`config.mk`:
```
export PLATFORM = sky130hd
export DESIGN_NAME = uart_serial_port_control
export DESIGN_NICKNAME = d
export VERILOG_FILES = /design/src/common/uart_serial_port_pkg.sv /design/src/rtl/uart_serial_port_control.sv
export SDC_FILE = /design/constraint.sdc
export NUM_CORES = 1
export LEC_CHECK = 0
export BUFFER_PORTS_ARGS = -buffer_cell sky130_fd_sc_hd__buf_4
export CORE_UTILIZATION = 40
export CTS_BUF_LIST = sky130_fd_sc_hd__clkbuf_8
export DETAILED_ROUTE_END_ITERATION = 6
export PLACE_DENSITY = 0.57
export SLEW_MARGIN = 5
export SYNTH_ARGS = -nofsm -noshare
export SYNTH_HDL_FRONTEND = slang
export SYNTH_SLANG_ARGS = --single-unit
```
`constraint.sdc`:
```
create_clock -name clk -period 3.79 [get_ports clk]
set_input_delay 0.379 -clock clk [delete_from_list [all_inputs] [get_ports clk]]
set_output_delay 0.379 -clock clk [all_outputs]
set_load 0.005 [all_outputs]
```
`src/common/uart_serial_port_pkg.sv`:
```
// constants and types shared by the serial port control block
package uart_serial_port_pkg;
	// ==========================================
	// register addresses
	localparam logic [7:0] SERIAL_PORT_CONTROL_ADDR = 8'h98;
	localparam logic [7:0] SERIAL_DATA_BUFFER_ADDR  = 8'h99;
	// ==========================================
	// control register field positions
	localparam int FRAME_MODE_BIT    = 7;
	localparam int READS_ONE_BIT     = 6;
	localparam int FILTER_ENABLE_BIT = 5;
	localparam int RECEIVE_EN_BIT    = 4;
	localparam int TX_NINTH_BIT      = 3;
	localparam int RX_NINTH_BIT      = 2;
	localparam int TX_DONE_BIT       = 1;
	localparam int RX_DONE_BIT       = 0;
	// ==========================================
	// reset values and the timer top count
	localparam logic [7:0] CONTROL_RESET = 8'h40;
	localparam logic [7:0] DATA_RESET    = 8'h00;
	localparam logic [7:0] TIMER_RESET   = 8'h00;
	localparam logic [7:0] TIMER_TOP     = 8'hFF;
	// ==========================================
	// frame layout
	localparam logic [2:0] LAST_DATA_INDEX = 3'h7;
	typedef enum logic [4:0] {
		IDLE_S  = 5'b0_0001,
		START_S = 5'b0_0010,
		DATA_S  = 5'b0_0100,
		NINTH_S = 5'b0_1000,
		STOP_S  = 5'b1_0000
	} frame_state_t;
endpackage : uart_serial_port_pkg

```
`src/rtl/uart_serial_port_control.sv`:
```
// asynchronous serial port: control register, data buffer, transmitter and receiver
//
// Contract
// - control bit 7 selects 8-bit framing at 0, 9-bit framing at 1.
// - control bit 6 always reads one; writes to it are ignored.
// - 8-bit mode with filter on accepts a frame only if stop bit is high.
// - 9-bit mode with filter on accepts a frame only if ninth bit is one.
// - receive enable at 0 blocks reception, at 1 allows it.
// - 9-bit mode sends the transmit-ninth-bit control as ninth bit.
// - accepted frame stores stop bit (8-bit) or ninth bit (9-bit).
// - transmit-complete sets at start of the stop bit.
// - hardware never clears the two complete flags; software clears them.
// - receive-complete sets when the stop bit of an accepted frame is sampled.
// - enabled port interrupt follows the complete flags.
// - writing the data buffer loads and starts transmission.
// - reading the data buffer returns the receive latch only.
// - bit rate is baud timer overflow rate divided by two, separate receive copy.
// - start condition forces reload of the receive bit timer.
// - frame is start, eight data bits LSB first, optional ninth, stop.
// - a frame arriving while receive-complete is set is discarded.
`timescale 1ns/1ps
`default_nettype none
module uart_serial_port_control (
	// clock and reset
	input  wire logic       clk,
	input  wire logic       reset,
	// special function register port
	input  wire logic [7:0] regAddr,
	input  wire logic       regWrite,
	input  wire logic [7:0] regWriteData,
	output var  logic [7:0] regReadData,
	// baud timer inputs
	input  wire logic       timerTick,
	input  wire logic [7:0] baudTimerReload,
	// interrupt
	input  wire logic       portIrqEnable,
	output var  logic       portIrq,
	// serial line
	input  wire logic       rxd,
	output var  logic       txd
);
	import uart_serial_port_pkg::*;

	// ==========================================
	// helpers
	function automatic logic [7:0] timerNext(input logic [7:0] cnt, input logic [7:0] rel);
		timerNext = (cnt == TIMER_TOP) ? rel : cnt + 8'h01;
	endfunction : timerNext

	function automatic logic overflowNow(input logic [7:0] cnt, input logic tick);
		overflowNow = tick && (cnt == TIMER_TOP);
	endfunction : overflowNow

	// ==========================================
	// control register
	logic         frameMode_q, filterEnable_q, receiveEnable_q;
	logic         txNinth_q, rxNinth_q, txDone_q, rxDone_q;
	logic [7:0]   rxLatch_q, txShift_q, rxShift_q;
	logic [7:0]   txTimer_q, rxTimer_q;
	logic         txHalf_q, rxHalf_q, rxPrev_q;
	logic [2:0]   txIndex_q, rxIndex_q;
	logic         rxNinthBit_q;
	frame_state_t txState_q, rxState_q;
	logic         ctrlWrite, dataWrite, txTick, rxSample, startSeen;
	logic         txDoneSet, rxAccept, frameOk;

	assign ctrlWrite = regWrite && (regAddr == SERIAL_PORT_CONTROL_ADDR);
	assign dataWrite = regWrite && (regAddr == SERIAL_DATA_BUFFER_ADDR);

	always_ff @(posedge clk) begin
		if (reset) begin
			frameMode_q     <= CONTROL_RESET[FRAME_MODE_BIT];
			filterEnable_q  <= CONTROL_RESET[FILTER_ENABLE_BIT];
			receiveEnable_q <= CONTROL_RESET[RECEIVE_EN_BIT];
			txNinth_q       <= CONTROL_RESET[TX_NINTH_BIT];
		end else if (ctrlWrite) begin
			frameMode_q     <= regWriteData[FRAME_MODE_BIT];
			filterEnable_q  <= regWriteData[FILTER_ENABLE_BIT];
			receiveEnable_q <= regWriteData[RECEIVE_EN_BIT];
			txNinth_q       <= regWriteData[TX_NINTH_BIT];
		end
	end

	// flags: a hardware set in the same cycle as a software write wins
	always_ff @(posedge clk) begin
		if (reset) begin
			txDone_q <= CONTROL_RESET[TX_DONE_BIT];
			rxDone_q <= CONTROL_RESET[RX_DONE_BIT];
		end else begin
			txDone_q <= txDoneSet || (ctrlWrite ? regWriteData[TX_DONE_BIT] : txDone_q);
			rxDone_q <= rxAccept || (ctrlWrite ? regWriteData[RX_DONE_BIT] : rxDone_q);
		end
	end

	// receive ninth bit is software writable and loaded by an accepted frame
	always_ff @(posedge clk) begin
		if (reset) begin
			rxNinth_q <= CONTROL_RESET[RX_NINTH_BIT];
		end else if (rxAccept) begin
			rxNinth_q <= frameMode_q ? rxNinthBit_q : rxd;
		end else if (ctrlWrite) begin
			rxNinth_q <= regWriteData[RX_NINTH_BIT];
		end
	end

	// read data is registered: valid one cycle after the address is presented
	always_ff @(posedge clk) begin
		if (reset) begin
			regReadData <= DATA_RESET;
		end else if (regAddr == SERIAL_PORT_CONTROL_ADDR) begin
			regReadData <= {frameMode_q, 1'b1, filterEnable_q, receiveEnable_q,
				txNinth_q, rxNinth_q, txDone_q, rxDone_q};
		end else if (regAddr == SERIAL_DATA_BUFFER_ADDR) begin
			regReadData <= rxLatch_q;
		end else begin
			regReadData <= DATA_RESET;
		end
	end

	always_ff @(posedge clk) begin
		if (reset) begin
			portIrq <= 1'b0;
		end else begin
			portIrq <= portIrqEnable && (txDone_q || rxDone_q);
		end
	end

	// ==========================================
	// bit timers: overflow divided by two gives one bit time
	always_ff @(posedge clk) begin
		if (reset) begin
			txTimer_q <= TIMER_RESET;
			txHalf_q  <= 1'b0;
		end else if (timerTick) begin
			txTimer_q <= timerNext(txTimer_q, baudTimerReload);
			if (txTimer_q == TIMER_TOP) begin
				txHalf_q <= ~txHalf_q;
			end
		end
	end
	assign txTick = overflowNow(txTimer_q, timerTick) && txHalf_q;

	// receive copy; a start edge reloads it so sampling lands mid-bit
	always_ff @(posedge clk) begin
		if (reset) begin
			rxTimer_q <= TIMER_RESET;
			rxHalf_q  <= 1'b0;
		end else if (startSeen) begin
			rxTimer_q <= baudTimerReload;
			rxHalf_q  <= 1'b0;
		end else if (timerTick) begin
			rxTimer_q <= timerNext(rxTimer_q, baudTimerReload);
			if (rxTimer_q == TIMER_TOP) begin
				rxHalf_q <= ~rxHalf_q;
			end
		end
	end
	assign rxSample = overflowNow(rxTimer_q, timerTick) && !rxHalf_q;

	// ==========================================
	// transmitter
	assign txDoneSet = txTick && (((txState_q == DATA_S) && (txIndex_q == LAST_DATA_INDEX)
		&& !frameMode_q) || (txState_q == NINTH_S));

	always_ff @(posedge clk) begin
		if (reset) begin
			txState_q <= IDLE_S;
			txShift_q <= DATA_RESET;
			txIndex_q <= 3'h0;
			txd       <= 1'b1;
		end else if (dataWrite) begin
			// a write restarts the frame; software should wait for transmit-complete
			txShift_q <= regWriteData;
			txIndex_q <= 3'h0;
			txState_q <= START_S;
			txd       <= 1'b0;
		end else if (txTick) begin
			case (txState_q)
				START_S: begin
					txState_q <= DATA_S;
					txd       <= txShift_q[0];
				end
				DATA_S: begin
					if (txIndex_q == LAST_DATA_INDEX) begin
						txState_q <= frameMode_q ? NINTH_S : STOP_S;
						txd       <= frameMode_q ? txNinth_q : 1'b1;
					end else begin
						txIndex_q <= txIndex_q + 3'h1;
						txd       <= txShift_q[txIndex_q + 3'h1];
					end
				end
				NINTH_S: begin
					txState_q <= STOP_S;
					txd       <= 1'b1;
				end
				STOP_S: begin
					txState_q <= IDLE_S;
					txd       <= 1'b1;
				end
				default: begin
					txState_q <= IDLE_S;
					txd       <= 1'b1;
				end
			endcase
		end
	end

	// ==========================================
	// receiver
	assign startSeen = (rxState_q == IDLE_S) && receiveEnable_q && rxPrev_q && !rxd;
	assign frameOk   = !filterEnable_q || (frameMode_q ? rxNinthBit_q : rxd);
	assign rxAccept  = rxSample && (rxState_q == STOP_S) && !rxDone_q && frameOk;

	always_ff @(posedge clk) begin
		if (reset) begin
			rxPrev_q <= 1'b1;
		end else begin
			rxPrev_q <= rxd;
		end
	end

	always_ff @(posedge clk) begin
		if (reset) begin
			rxState_q    <= IDLE_S;
			rxShift_q    <= DATA_RESET;
			rxIndex_q    <= 3'h0;
			rxNinthBit_q <= 1'b0;
		end else if (startSeen) begin
			rxState_q <= START_S;
			rxIndex_q <= 3'h0;
		end else if (rxSample) begin
			case (rxState_q)
				START_S: begin
					// a start bit that is high again at mid-bit was a glitch
					rxState_q <= rxd ? IDLE_S : DATA_S;
				end
				DATA_S: begin
					rxShift_q <= {rxd, rxShift_q[7:1]};
					rxIndex_q <= rxIndex_q + 3'h1;
					if (rxIndex_q == LAST_DATA_INDEX) begin
						rxState_q <= frameMode_q ? NINTH_S : STOP_S;
					end
				end
				NINTH_S: begin
					rxNinthBit_q <= rxd;
					rxState_q    <= STOP_S;
				end
				default: begin
					rxState_q <= IDLE_S;
				end
			endcase
		end
	end

	always_ff @(posedge clk) begin
		if (reset) begin
			rxLatch_q <= DATA_RESET;
		end else if (rxAccept) begin
			rxLatch_q <= rxShift_q;
		end
	end

	// ==========================================
	// checks
	txIdleHigh_a: assert property (@(posedge clk) disable iff (reset)
		(txState_q == IDLE_S) |-> txd)
		else $error("transmit line low while idle");

	controlReadsOne_a: assert property (@(posedge clk) disable iff (reset)
		(regAddr == SERIAL_PORT_CONTROL_ADDR) |=> regReadData[READS_ONE_BIT])
		else $error("control bit 6 did not read one");

	bufferRead_a: assert property (@(posedge clk) disable iff (reset)
		(regAddr == SERIAL_DATA_BUFFER_ADDR) |=> (regReadData == $past(rxLatch_q)))
		else $error("buffer read is not the receive latch");

	flagsSticky_a: assert property (@(posedge clk) disable iff (reset)
		($fell(txDone_q) || $fell(rxDone_q)) |-> $past(ctrlWrite))
		else $error("complete flag cleared without a software write");

	txDoneMoment_a: assert property (@(posedge clk) disable iff (reset)
		$rose(txDone_q) && !$past(ctrlWrite) |-> (txState_q == STOP_S) && txd)
		else $error("transmit-complete not at the stop bit");

	rxDiscard_a: assert property (@(posedge clk) disable iff (reset)
		rxDone_q && !ctrlWrite |=> $stable(rxLatch_q))
		else $error("receive latch overwritten while flag set");

	rxDisabled_a: assert property (@(posedge clk) disable iff (reset)
		(rxState_q == IDLE_S) && !receiveEnable_q |=> (rxState_q == IDLE_S))
		else $error("reception started while disabled");

	writeStarts_a: assert property (@(posedge clk) disable iff (reset)
		dataWrite |=> (txState_q == START_S) && !txd && (txShift_q == $past(regWriteData)))
		else $error("data write did not start a frame");

	irqFollows_a: assert property (@(posedge clk) disable iff (reset)
		portIrqEnable && (txDone_q || rxDone_q) ##1 portIrqEnable |-> portIrq)
		else $error("port interrupt missing");

	ninthSent_a: assert property (@(posedge clk) disable iff (reset)
		(txState_q == NINTH_S) && $changed(txState_q) |-> (txd == $past(txNinth_q)))
		else $error("ninth bit differs from control");

	filterStop_a: assert property (@(posedge clk) disable iff (reset)
		rxAccept && !frameMode_q && filterEnable_q |-> rxd)
		else $error("frame with low stop bit accepted");
endmodule : uart_serial_port_control
`default_nettype wire
```
==> results of run 1 <==
stage by stage:
step,instance area (um^2),std cells
finish,4070,540
global route,4070,540
CTS,4070,540
detailed placement,3880,524
global placement,3880,524
floorplan,3570,400
routing by layer:
metal	share of wire [%]	global-route usage (%)
met1	50	22.6
met2	46	27.5
met3	2.9	4.69
met4	1.2	5.88
met5	0	0
synthesized netlist by cell type, types with 4 or more instances:
| cell type | n |
|---|---|
| clkbuf_1 | 16 |
| a21oi_1 | 33 |
| nand2b_1 | 8 |
| o21bai_1 | 5 |
| and3_1 | 7 |
| buf_6 | 4 |
| o21ai_0 | 8 |
| a311oi_1 | 6 |
| nand3_1 | 11 |
| a211oi_1 | 6 |
| ha_1 | 6 |
| nor2_1 | 56 |
| mux2i_1 | 34 |
| dfxtp_1 | 77 |
| nor3_1 | 5 |
| nand3b_1 | 4 |
| a22oi_1 | 10 |
| nand2_1 | 39 |
| inv_1 | 7 |
worst reg2reg max path: stages, from the launching register on:
cell and delay (ns):
dfxtp_1 0.45, ha_1 0.35, and3_4 0.28, nand4b_4 0.17, a211o_1 0.49, mux2i_1 0.23
nor2_1 0.06
layout make-up:
class / count / area share [%]
timing repair buffer: 41 / 7.56
tap: 108 / 3.32
multi-input combinational: 291 / 46.0
clock inverter: 7 / 1.57
clock buffer: 9 / 3.04
inverter: 7 / 0.645
sequential: 77 / 37.8
cell families (layout without fill, tap and decap cells):
logic type	Yosys count	after routing	share of synthesized area, %
AO/OA/AOI/OAI	86	86	16.0
XOR/XNOR	4	4	0.980
adder cells (fa/ha/maj)	6	6	2.10
buffers and inverters	32	64	4.45
flip-flops	77	77	43.1
multiplexers	37	37	10.8
AND/OR/NAND/NOR	158	158	22.6
layout by cell type (no fill, tap or decap), drive strengths merged, types with 2 or more instances in the layout:
cell type and instances:
nor3 6, nand2b 8, a21o 2, ha 6
a31oi 2, mux2i 34, nor4 2, dfxtp 77
a211oi 6, a22oi 11, nand3 11, clkinv 2
nand3b 4, xor2 3, o21ai 8, nand4 3
nand2 39, a21oi 33, or3 3, inv 12
clkbuf 9, and2 3, nand4b 3, mux2 2
a21boi 2, o21bai 5, and3 8, and4b 3
nor2 56, buf 41, and4 3, nor2b 2
a311oi 7
registers in the layout, summed over array words and instances, names as in the netlist, 3 cells and up:
name	cells
regReadData	8
rxLatch_q	8
rxShift_q	8
rxTimer_q	8
txShift_q	8
txTimer_q	8
rxState_q	5
txState_q	5
rxIndex_q	3
txIndex_q	3
path summary, 6_finish.rpt:
| check | cells after the start | endpoint | start |
|---|---|---|---|
| setup reg to reg | 6 | rxLatch_q[5] | rxTimer_q[0] |
| setup / recovery | 6 | rxLatch_q[5] | rxTimer_q[0] |
| hold reg to reg | 2 | txShift_q[3] | txShift_q[3] |
| hold / removal | 3 | txNinth_q | regWriteData[3] |
power by group through the flow:
stage | sequential [uW] | clock (uW) | combinational, uW
after floorplan | 837 | 0 | 32.6
after CTS | 819 | 625 | 68.0
after global routing | 820 | 655 | 74.7
after detailed placement | 838 | 0 | 67.6
final | 819 | 600 | 67.3
after global placement | 838 | 0 | 67.2
==> run metrics, run 1 <==
status finished clean; area leader, netlist dfxtp_1; Hold Vio Cnt, Final 0; register area 1540 um^2; Critical Path Sink Type flip-flop; ys flop type dfxtp_1; clock latency at the later pin of the worst-skew pair 0.36 ns; Vias 2,904; CTS Buffer Depth 2; WHS 0.261 ns; r2r setup slk 1.63 ns; Crit-path slowest cell a211o_1; Hold Path Class in2reg; crit-path max FO 11; fillers 874; Residual DRC 0; Chip Height 96.5 um; wire per inst 14.0 um; final WL 7590 um; Area Growth Syn to Fin 13.9%; DR pass1 iterations 5; Max VDD drop around 0.21 mV; Max H-tree Level 3; Final #Nets 463; #FFs+latches synth 77; cts hold-fix bufs 0; first-pass GRT wire length 12,300 um; switching part of the total 26.1%; Core Rows 34; # setup viols final 0; CORE AREA 8680 um^2; gpl congestion between 0.8 and 0.9; Num Clock Sinks 77; vias in the first global route 2,594; worst-path cell chain ha_1 -> and3_4 -> nand4b_4 -> a211o_1 -> mux2i_1 -> nor2_1; Post-Syn Nets 436; die area 9320 um^2; CP Class reg2reg; Worst-path clk slew around 0.09 ns; Slew headroom 54.9%; Clock Power Share 40.4%; share of flip-flops with an asynchronous set or reset 0%; Area contributors post-synth dfxtp_1, mux2i_1, nor2_1, a21oi_1, nand2_1; total negative slack 0 ns; RSZ-0062 raised after global routing false; Slew @ Worst Pin 0.676 ns; PortBufs 39; largest net degree at the start of global routing between 60 and 70; Crit path max-delay family simple AND/OR/NAND/NOR gates; area of the multi-input gates around 1900 um^2; pre-CTS WS about 1.7 ns; Seq/Total Area, Yosys 43.1%; CTS root buf clkbuf_8; layout cells sized above 1 15.5%; Leak ~0.0016 uW; TritonCTS clock tree done; Total Power 1490 uW; Crit path largest cell delay 0.49 ns; initial DRC count between 100 and 150; Int Pwr between 1000 and 1500 uW; Post-Route Utilization 46.9%; ant diodes 0; Period minus WS final 2.16 ns; max-slew violations 0; post-DP HPWL 5320 um; Vias/cell 5.38; synth warn 0; antenna-violating nets left 0; CTS resizes 0; Starting Density 41.2%; post-synthesis cell area 3570 um^2; num ports 40; sequential share of power 55.1%; Distinct cells, synth between 50 and 60; Setup WS post-layout 1.63 ns; count of flip-flops with a built-in enable after synthesis 0; switching pwr 388 uW; initial antenna violation count 0; logic gate share of total power 4.5%; top-area cell type share of the netlist area between 40% and 50%; Post-Syn Area per Cell 8.94 um^2; startpoint types flip-flop; Worst EP arrival ~2.4 ns; clk_skew 0.0113 ns; Final Cycle Share 56.9%; chip width ~97 um; max cap viols 0; grt ovf 0; postcts setup bufs 0; total CTS buffers 9; Required @ worst endpoint 4.02 ns; Max Freq 463 MHz; CP bufs+invs 0; post-synthesis instance total 400; Cell Pwr Density 365 nW/um^2; GRT Util Overall between 10% and 20%
Note: power is estimated with default switching activity, not from simulation.
==> inputs of run 2 (changes only) <==
==> constraint.sdc (replaced) <==
create_clock -name clk -period 2.15 [get_ports clk]
set_input_delay 0.215 -clock clk [delete_from_list [all_inputs] [get_ports clk]]
set_output_delay 0.215 -clock clk [all_outputs]
set_load 0.005 [all_outputs]
==> run 2 against run 1 <==
  * Total power grew 77%
  * Final area grew 1.5%
  * First-iteration DRC count fell by 44%
  * Via count grew 0.69%
  * Sequential cell count unchanged
  * Register-to-register slack got worse by 1.4 ns
  * Sequential share of layout area down 0.55 points
  * Utilization grew 0.69 points
  * Maximum frequency is 11% higher
  * Global-route usage increased by 0.97 points
  * Worst setup slack got worse by 1.4 ns
  * Critical path depth unchanged
==> run metrics, run 2 (synthesized netlist as in run 1, its figures left out) <==
Max H-tree Level 3; wire per inst 14.3 um; Num Clock Sinks 77; clk_skew 0.0140 ns; max cap viols 0; R2R Path End rxNinth_q; Period minus WS final between 1.5 and 2 ns; worst hold stages 3; max-slew violations 0; Crit-path slowest cell a211o_1; Residual DRC 0; switching part of the total around a quarter; R2R depth 6; Chip Height 96.5 um; Area Growth Syn to Fin 15.6%; CTS root buf clkbuf_8; Required @ worst endpoint 2.37 ns; Final Cycle Share 90.6%; Max VDD drop 0.329 mV; Critical Path Sink Type flip-flop; vias in the first global route 2,717; TritonCTS clock tree done; logic gate share of total power 4.8%; hold_sp regWriteData[5]; antenna-violating nets left 0; r2r setup slk around 0.20 ns; Final #Nets 471; post-DP HPWL about 5600 um; cts hold-fix bufs 0; status finished clean; Slew headroom 64.5%; Non-Filler Instances roughly 550; first-pass GRT wire length around 13,000 um; PortBufs 39; r2r startpoint rxTimer_q[1]; chip width roughly 97 um; sink of the worst hold path filterEnable_q; commonest non-fill, non-tap cell in the layout dfxtp_1; total CTS buffers 9; Hold Path Class in2reg; Worst EP arrival 2.17 ns; initial DRC count 83; startpoint types flip-flop; crit-path max FO 11; CTS Buffer Depth 2; GRT Util Overall 18.3%; Int Pwr 1940 uW; die area 9320 um^2; Vias/cell 5.34; switching pwr 698 uW; worst-path cell chain ha_1 -> and3_4 -> nand4b_4 -> a211o_1 -> nor2_1 -> a311oi_2; CTS resizes 0; CORE AREA 8680 um^2; DR pass1 iterations 4; Vias 2,924; grt ovf 0; RSZ-0062 raised after global routing false; Clock Power Share 40.5%; clock latency at the later pin of the worst-skew pair 0.36 ns; ant diodes 0; placed insts 532; commonest cells after routing, fill and taps aside dfxtp_1, nor2_1, buf_4, nand2_1, mux2i_1; largest net degree at the start of global routing 30; CP Class reg2reg; num ports 40; layout cells sized above 1 roughly 17%; Crit path largest cell delay around 0.48 ns; # setup viols final 0; Hold Vio Cnt, Final 0; gpl congestion 0.804; Starting Density 41.2%; total negative slack 0 ns; postcts setup bufs 0; Core Rows 34; initial antenna violation count 0; Leak about 0.0017 uW; fillers 900; Worst-path clk slew 0.09 ns; sequential share of power 54.7%; Max Freq 513 MHz; final WL slightly below 8000 um; Slew @ Worst Pin roughly 0.53 ns; Cell Pwr Density 638 nW/um^2
run 2: metal layers:
layer	GRT usage [%]	wire length, um
met5	0	0
met1	25.0	3970
met2	28.6	3620
met4	6.99	28
met3	3.29	239
run 2: layout make-up:
class	instances	area [um^2]	area share [%]
well taps	108	135	3.27
repair buffers	49	368	8.90
clock inverters	7	63.8	1.54
flip-flops and latches	77	1540	37.3
multi-input cells	291	1870	45.4
inverters	7	26.3	0.636
clock buffers	9	124	3.00
run 2: worst max path at each step:
stage | start | end | slack, ns | cells past startpoint
global route | rxTimer_q[1] | rxNinth_q | 0.03 | 6
floorplan | rxTimer_q[0] | rxTimer_q[4] | 0.18 | 8
global placement | rxTimer_q[1] | rxNinth_q | 0.29 | 6
CTS | rxTimer_q[1] | rxNinth_q | 0.20 | 6
finish | rxTimer_q[1] | rxNinth_q | 0.20 | 6
detailed placement | rxTimer_q[1] | rxNinth_q | 0.20 | 6
run 2: worst max-delay path, delay by kind of cell, from the launching register on:
kind / cells / cell delay, ns
AOI/OAI and AO/OA: 2 / 0.54
and+or+nand+nor: 3 / 0.61
adders and majority gates: 1 / 0.23
DFF: 1 / 0.44
run 2: power groups by stage:
stage | Clock, uW | Sequential, uW | Combinational [uW]
detailed placement | 0 | 1480 | 128
floorplan | 0 | 1470 | 57.5
CTS | 1100 | 1440 | 128
global placement | 0 | 1480 | 126
global route | 1160 | 1450 | 139
finish | 1070 | 1440 | 127
run 2: stage by stage:
stage                     hold slack (ns)  utilization (%)  setup slack (ns)  power [uW]  cell area (um^2)
final                               0.101             47.6             0.201        2640              4130
after global routing                0.100             47.6            0.0266        2750              4130
after CTS                          0.0845             47.6             0.199        2670              4130
after detailed placement            0.449             45.5             0.197        1600              3950
after global placement              0.441             45.5             0.293        1600              3950
after floorplan                     0.322                -             0.177        1530              3570
==> inputs of run 3 (changes only) <==
--- a/config.mk
+++ b/config.mk
@@ -6,6 +6,7 @@
 export NUM_CORES = 1
 export LEC_CHECK = 0
 export BUFFER_PORTS_ARGS = -buffer_cell sky130_fd_sc_hd__buf_4
+export CORE_MARGIN = 4
 export CORE_UTILIZATION = 40
 export CTS_BUF_LIST = sky130_fd_sc_hd__clkbuf_8
 export DETAILED_ROUTE_END_ITERATION = 6
==> run 3 against run 2 <==
  * First-iteration DRC count is 110% higher
  * Worst hold slack gained 0.012 ns
  * Cell count unchanged
  * Sequential cell count stayed put
  * Combinational power about the same
  * Critical path type unchanged
  * Wire length up 0.81%
  * Via count unchanged
  * Critical path depth did not move
  * Largest cell class unchanged
  * Non-clock buffer count stayed put
  * Count of clock-buffer cells in the layout is the same
  * Maximum frequency decreased by 0.33%
==> run metrics, run 3 (synthesized netlist as in run 1, its figures left out) <==
status finished clean; placed insts 532; post-DP HPWL 5750 um; clk_skew 0.0137 ns; die area 10,500 um^2; Vias/cell 5.34; DR pass1 iterations 5; PortBufs 39; commonest non-fill, non-tap cell in the layout dfxtp_1; DP Area 3950 um^2; num ports 40; Period minus WS final slightly below 2 ns; crit-path max FO 11; Final Cell Area a little over 4000 um^2; startpoint types flip-flop; Setup WS post-layout 0.195 ns; vias in the first global route roughly 2,800; clock latency at the later pin of the worst-skew pair 0.35 ns; Final Cycle Share between 90% and 100%; cts hold-fix bufs 0; CTS Buffer Depth 2; Required @ worst endpoint 2.37 ns; Starting Density 41.0%; Cell Pwr Density 631 nW/um^2; total CTS buffers 9; Max Freq 511 MHz; Vias 2,924; final WL 7920 um; grt ovf 0; # setup viols final 0; Area Growth Syn to Fin 15.6%; wire per inst 14.5 um; Worst EP arrival between 2 and 2.5 ns; Worst-path clk slew 0.09 ns; total negative slack 0 ns; max cap viols 0; Non-Filler Instances 548; CP Class reg2reg; RSZ-0062 raised after global routing false; Chip Height 103 um; Residual DRC 0; TritonCTS clock tree done; GRT Util Overall 16.1%; grt met3 use under 10%; Final #Nets roughly 470; Hold Path Class in2reg; largest net degree at the start of global routing 37; commonest cells after routing, fill and taps aside dfxtp_1, nor2_1, buf_4, nand2_1, mux2i_1; Core Rows 34; Post-Route Utilization approximately 47%; postcts setup bufs 0; R2R Path End rxLatch_q[5]; CORE AREA ~8700 um^2; Max VDD drop 0.325 mV; antenna-violating nets left 0; ant diodes 0; Num Clock Sinks 77; CTS resizes 0; Max H-tree Level 3; GR Util met1 between 20% and 30%; initial DRC count roughly 180; pre-CTS WS 0.208 ns; gr busiest metal met2; Critical Path Sink Type flip-flop; Hold Vio Cnt, Final 0; Leak 0.00166 uW; chip width around 100 um; sink of the worst hold path txNinth_q; Slew @ Worst Pin 0.525 ns; gpl congestion 0.841; r2r setup slk 0.19 ns; R2R depth 6; first-pass GRT wire length 13,500 um; r2r startpoint rxTimer_q[1]; Slew headroom 65.0%; max-slew violations 0; CTS root buf clkbuf_8; initial antenna violation count 0; worst hold stages 3; layout cells sized above 1 17.0%; routing usage on met2 23.7%; hold_sp regWriteData[3]
run 3: worst max-delay path by stage:
| stage | cells after the start | start | to | slack [ns] |
|---|---|---|---|---|
| 2_1_floorplan | 8 | rxTimer_q[0] | rxTimer_q[4] | 0.18 |
| 3_3_place_gp | 6 | rxTimer_q[1] | rxNinth_q | 0.30 |
| 3_5_place_dp | 6 | rxTimer_q[1] | rxLatch_q[5] | 0.21 |
| 4_1_cts | 6 | rxTimer_q[1] | rxLatch_q[5] | 0.20 |
| 5_1_grt | 6 | rxTimer_q[1] | rxLatch_q[5] | 0.07 |
| 6_report | 6 | rxTimer_q[1] | rxLatch_q[5] | 0.19 |
run 3: layout make-up:
| cell class | count | area [um^2] |
|---|---|---|
| Multi-Input combinational cell | 291 | 1870 |
| Fill cell | 872 | 4590 |
| Inverter | 7 | 26.3 |
| Tap cell | 108 | 135 |
| Clock inverter | 7 | 62.6 |
| Clock buffer | 9 | 124 |
| Sequential cell | 77 | 1540 |
| Timing Repair Buffer | 49 | 368 |
run 3: power breakdown:
| part | switching (uW) | internal [uW] | leakage (uW) |
|---|---|---|---|
| registers | 8.99 | 1430 | 0.000621 |
| logic | 67.7 | 59.1 | 0.000951 |
| clock network | 594 | 443 | 0.0000863 |
run 3: critical path: stages, from the launching register on:
cell and delay (ns):
dfxtp_1 0.44, ha_1 0.22, and3_4 0.24, nand4b_4 0.16, a211o_1 0.48, mux2i_1 0.24, nor2_1 0.06
run 3: per-layer routing:
layer / vias up / share of wire [%]
met5: - / 0
met4: 0 / 1.7
met3: 11 / 3.2
met2: 43 / 45
met1: 1368 / 50
li1: 1502 / -
run 3: through the flow:
stage / power (uW) / hold WS (ns)
2_1_floorplan: 1530 / 0.322
3_3_place_gp: 1600 / 0.441
3_5_place_dp: 1600 / 0.449
4_1_cts: 2650 / 0.0979
5_1_grt: 2730 / 0.110
6_report: 2610 / 0.114
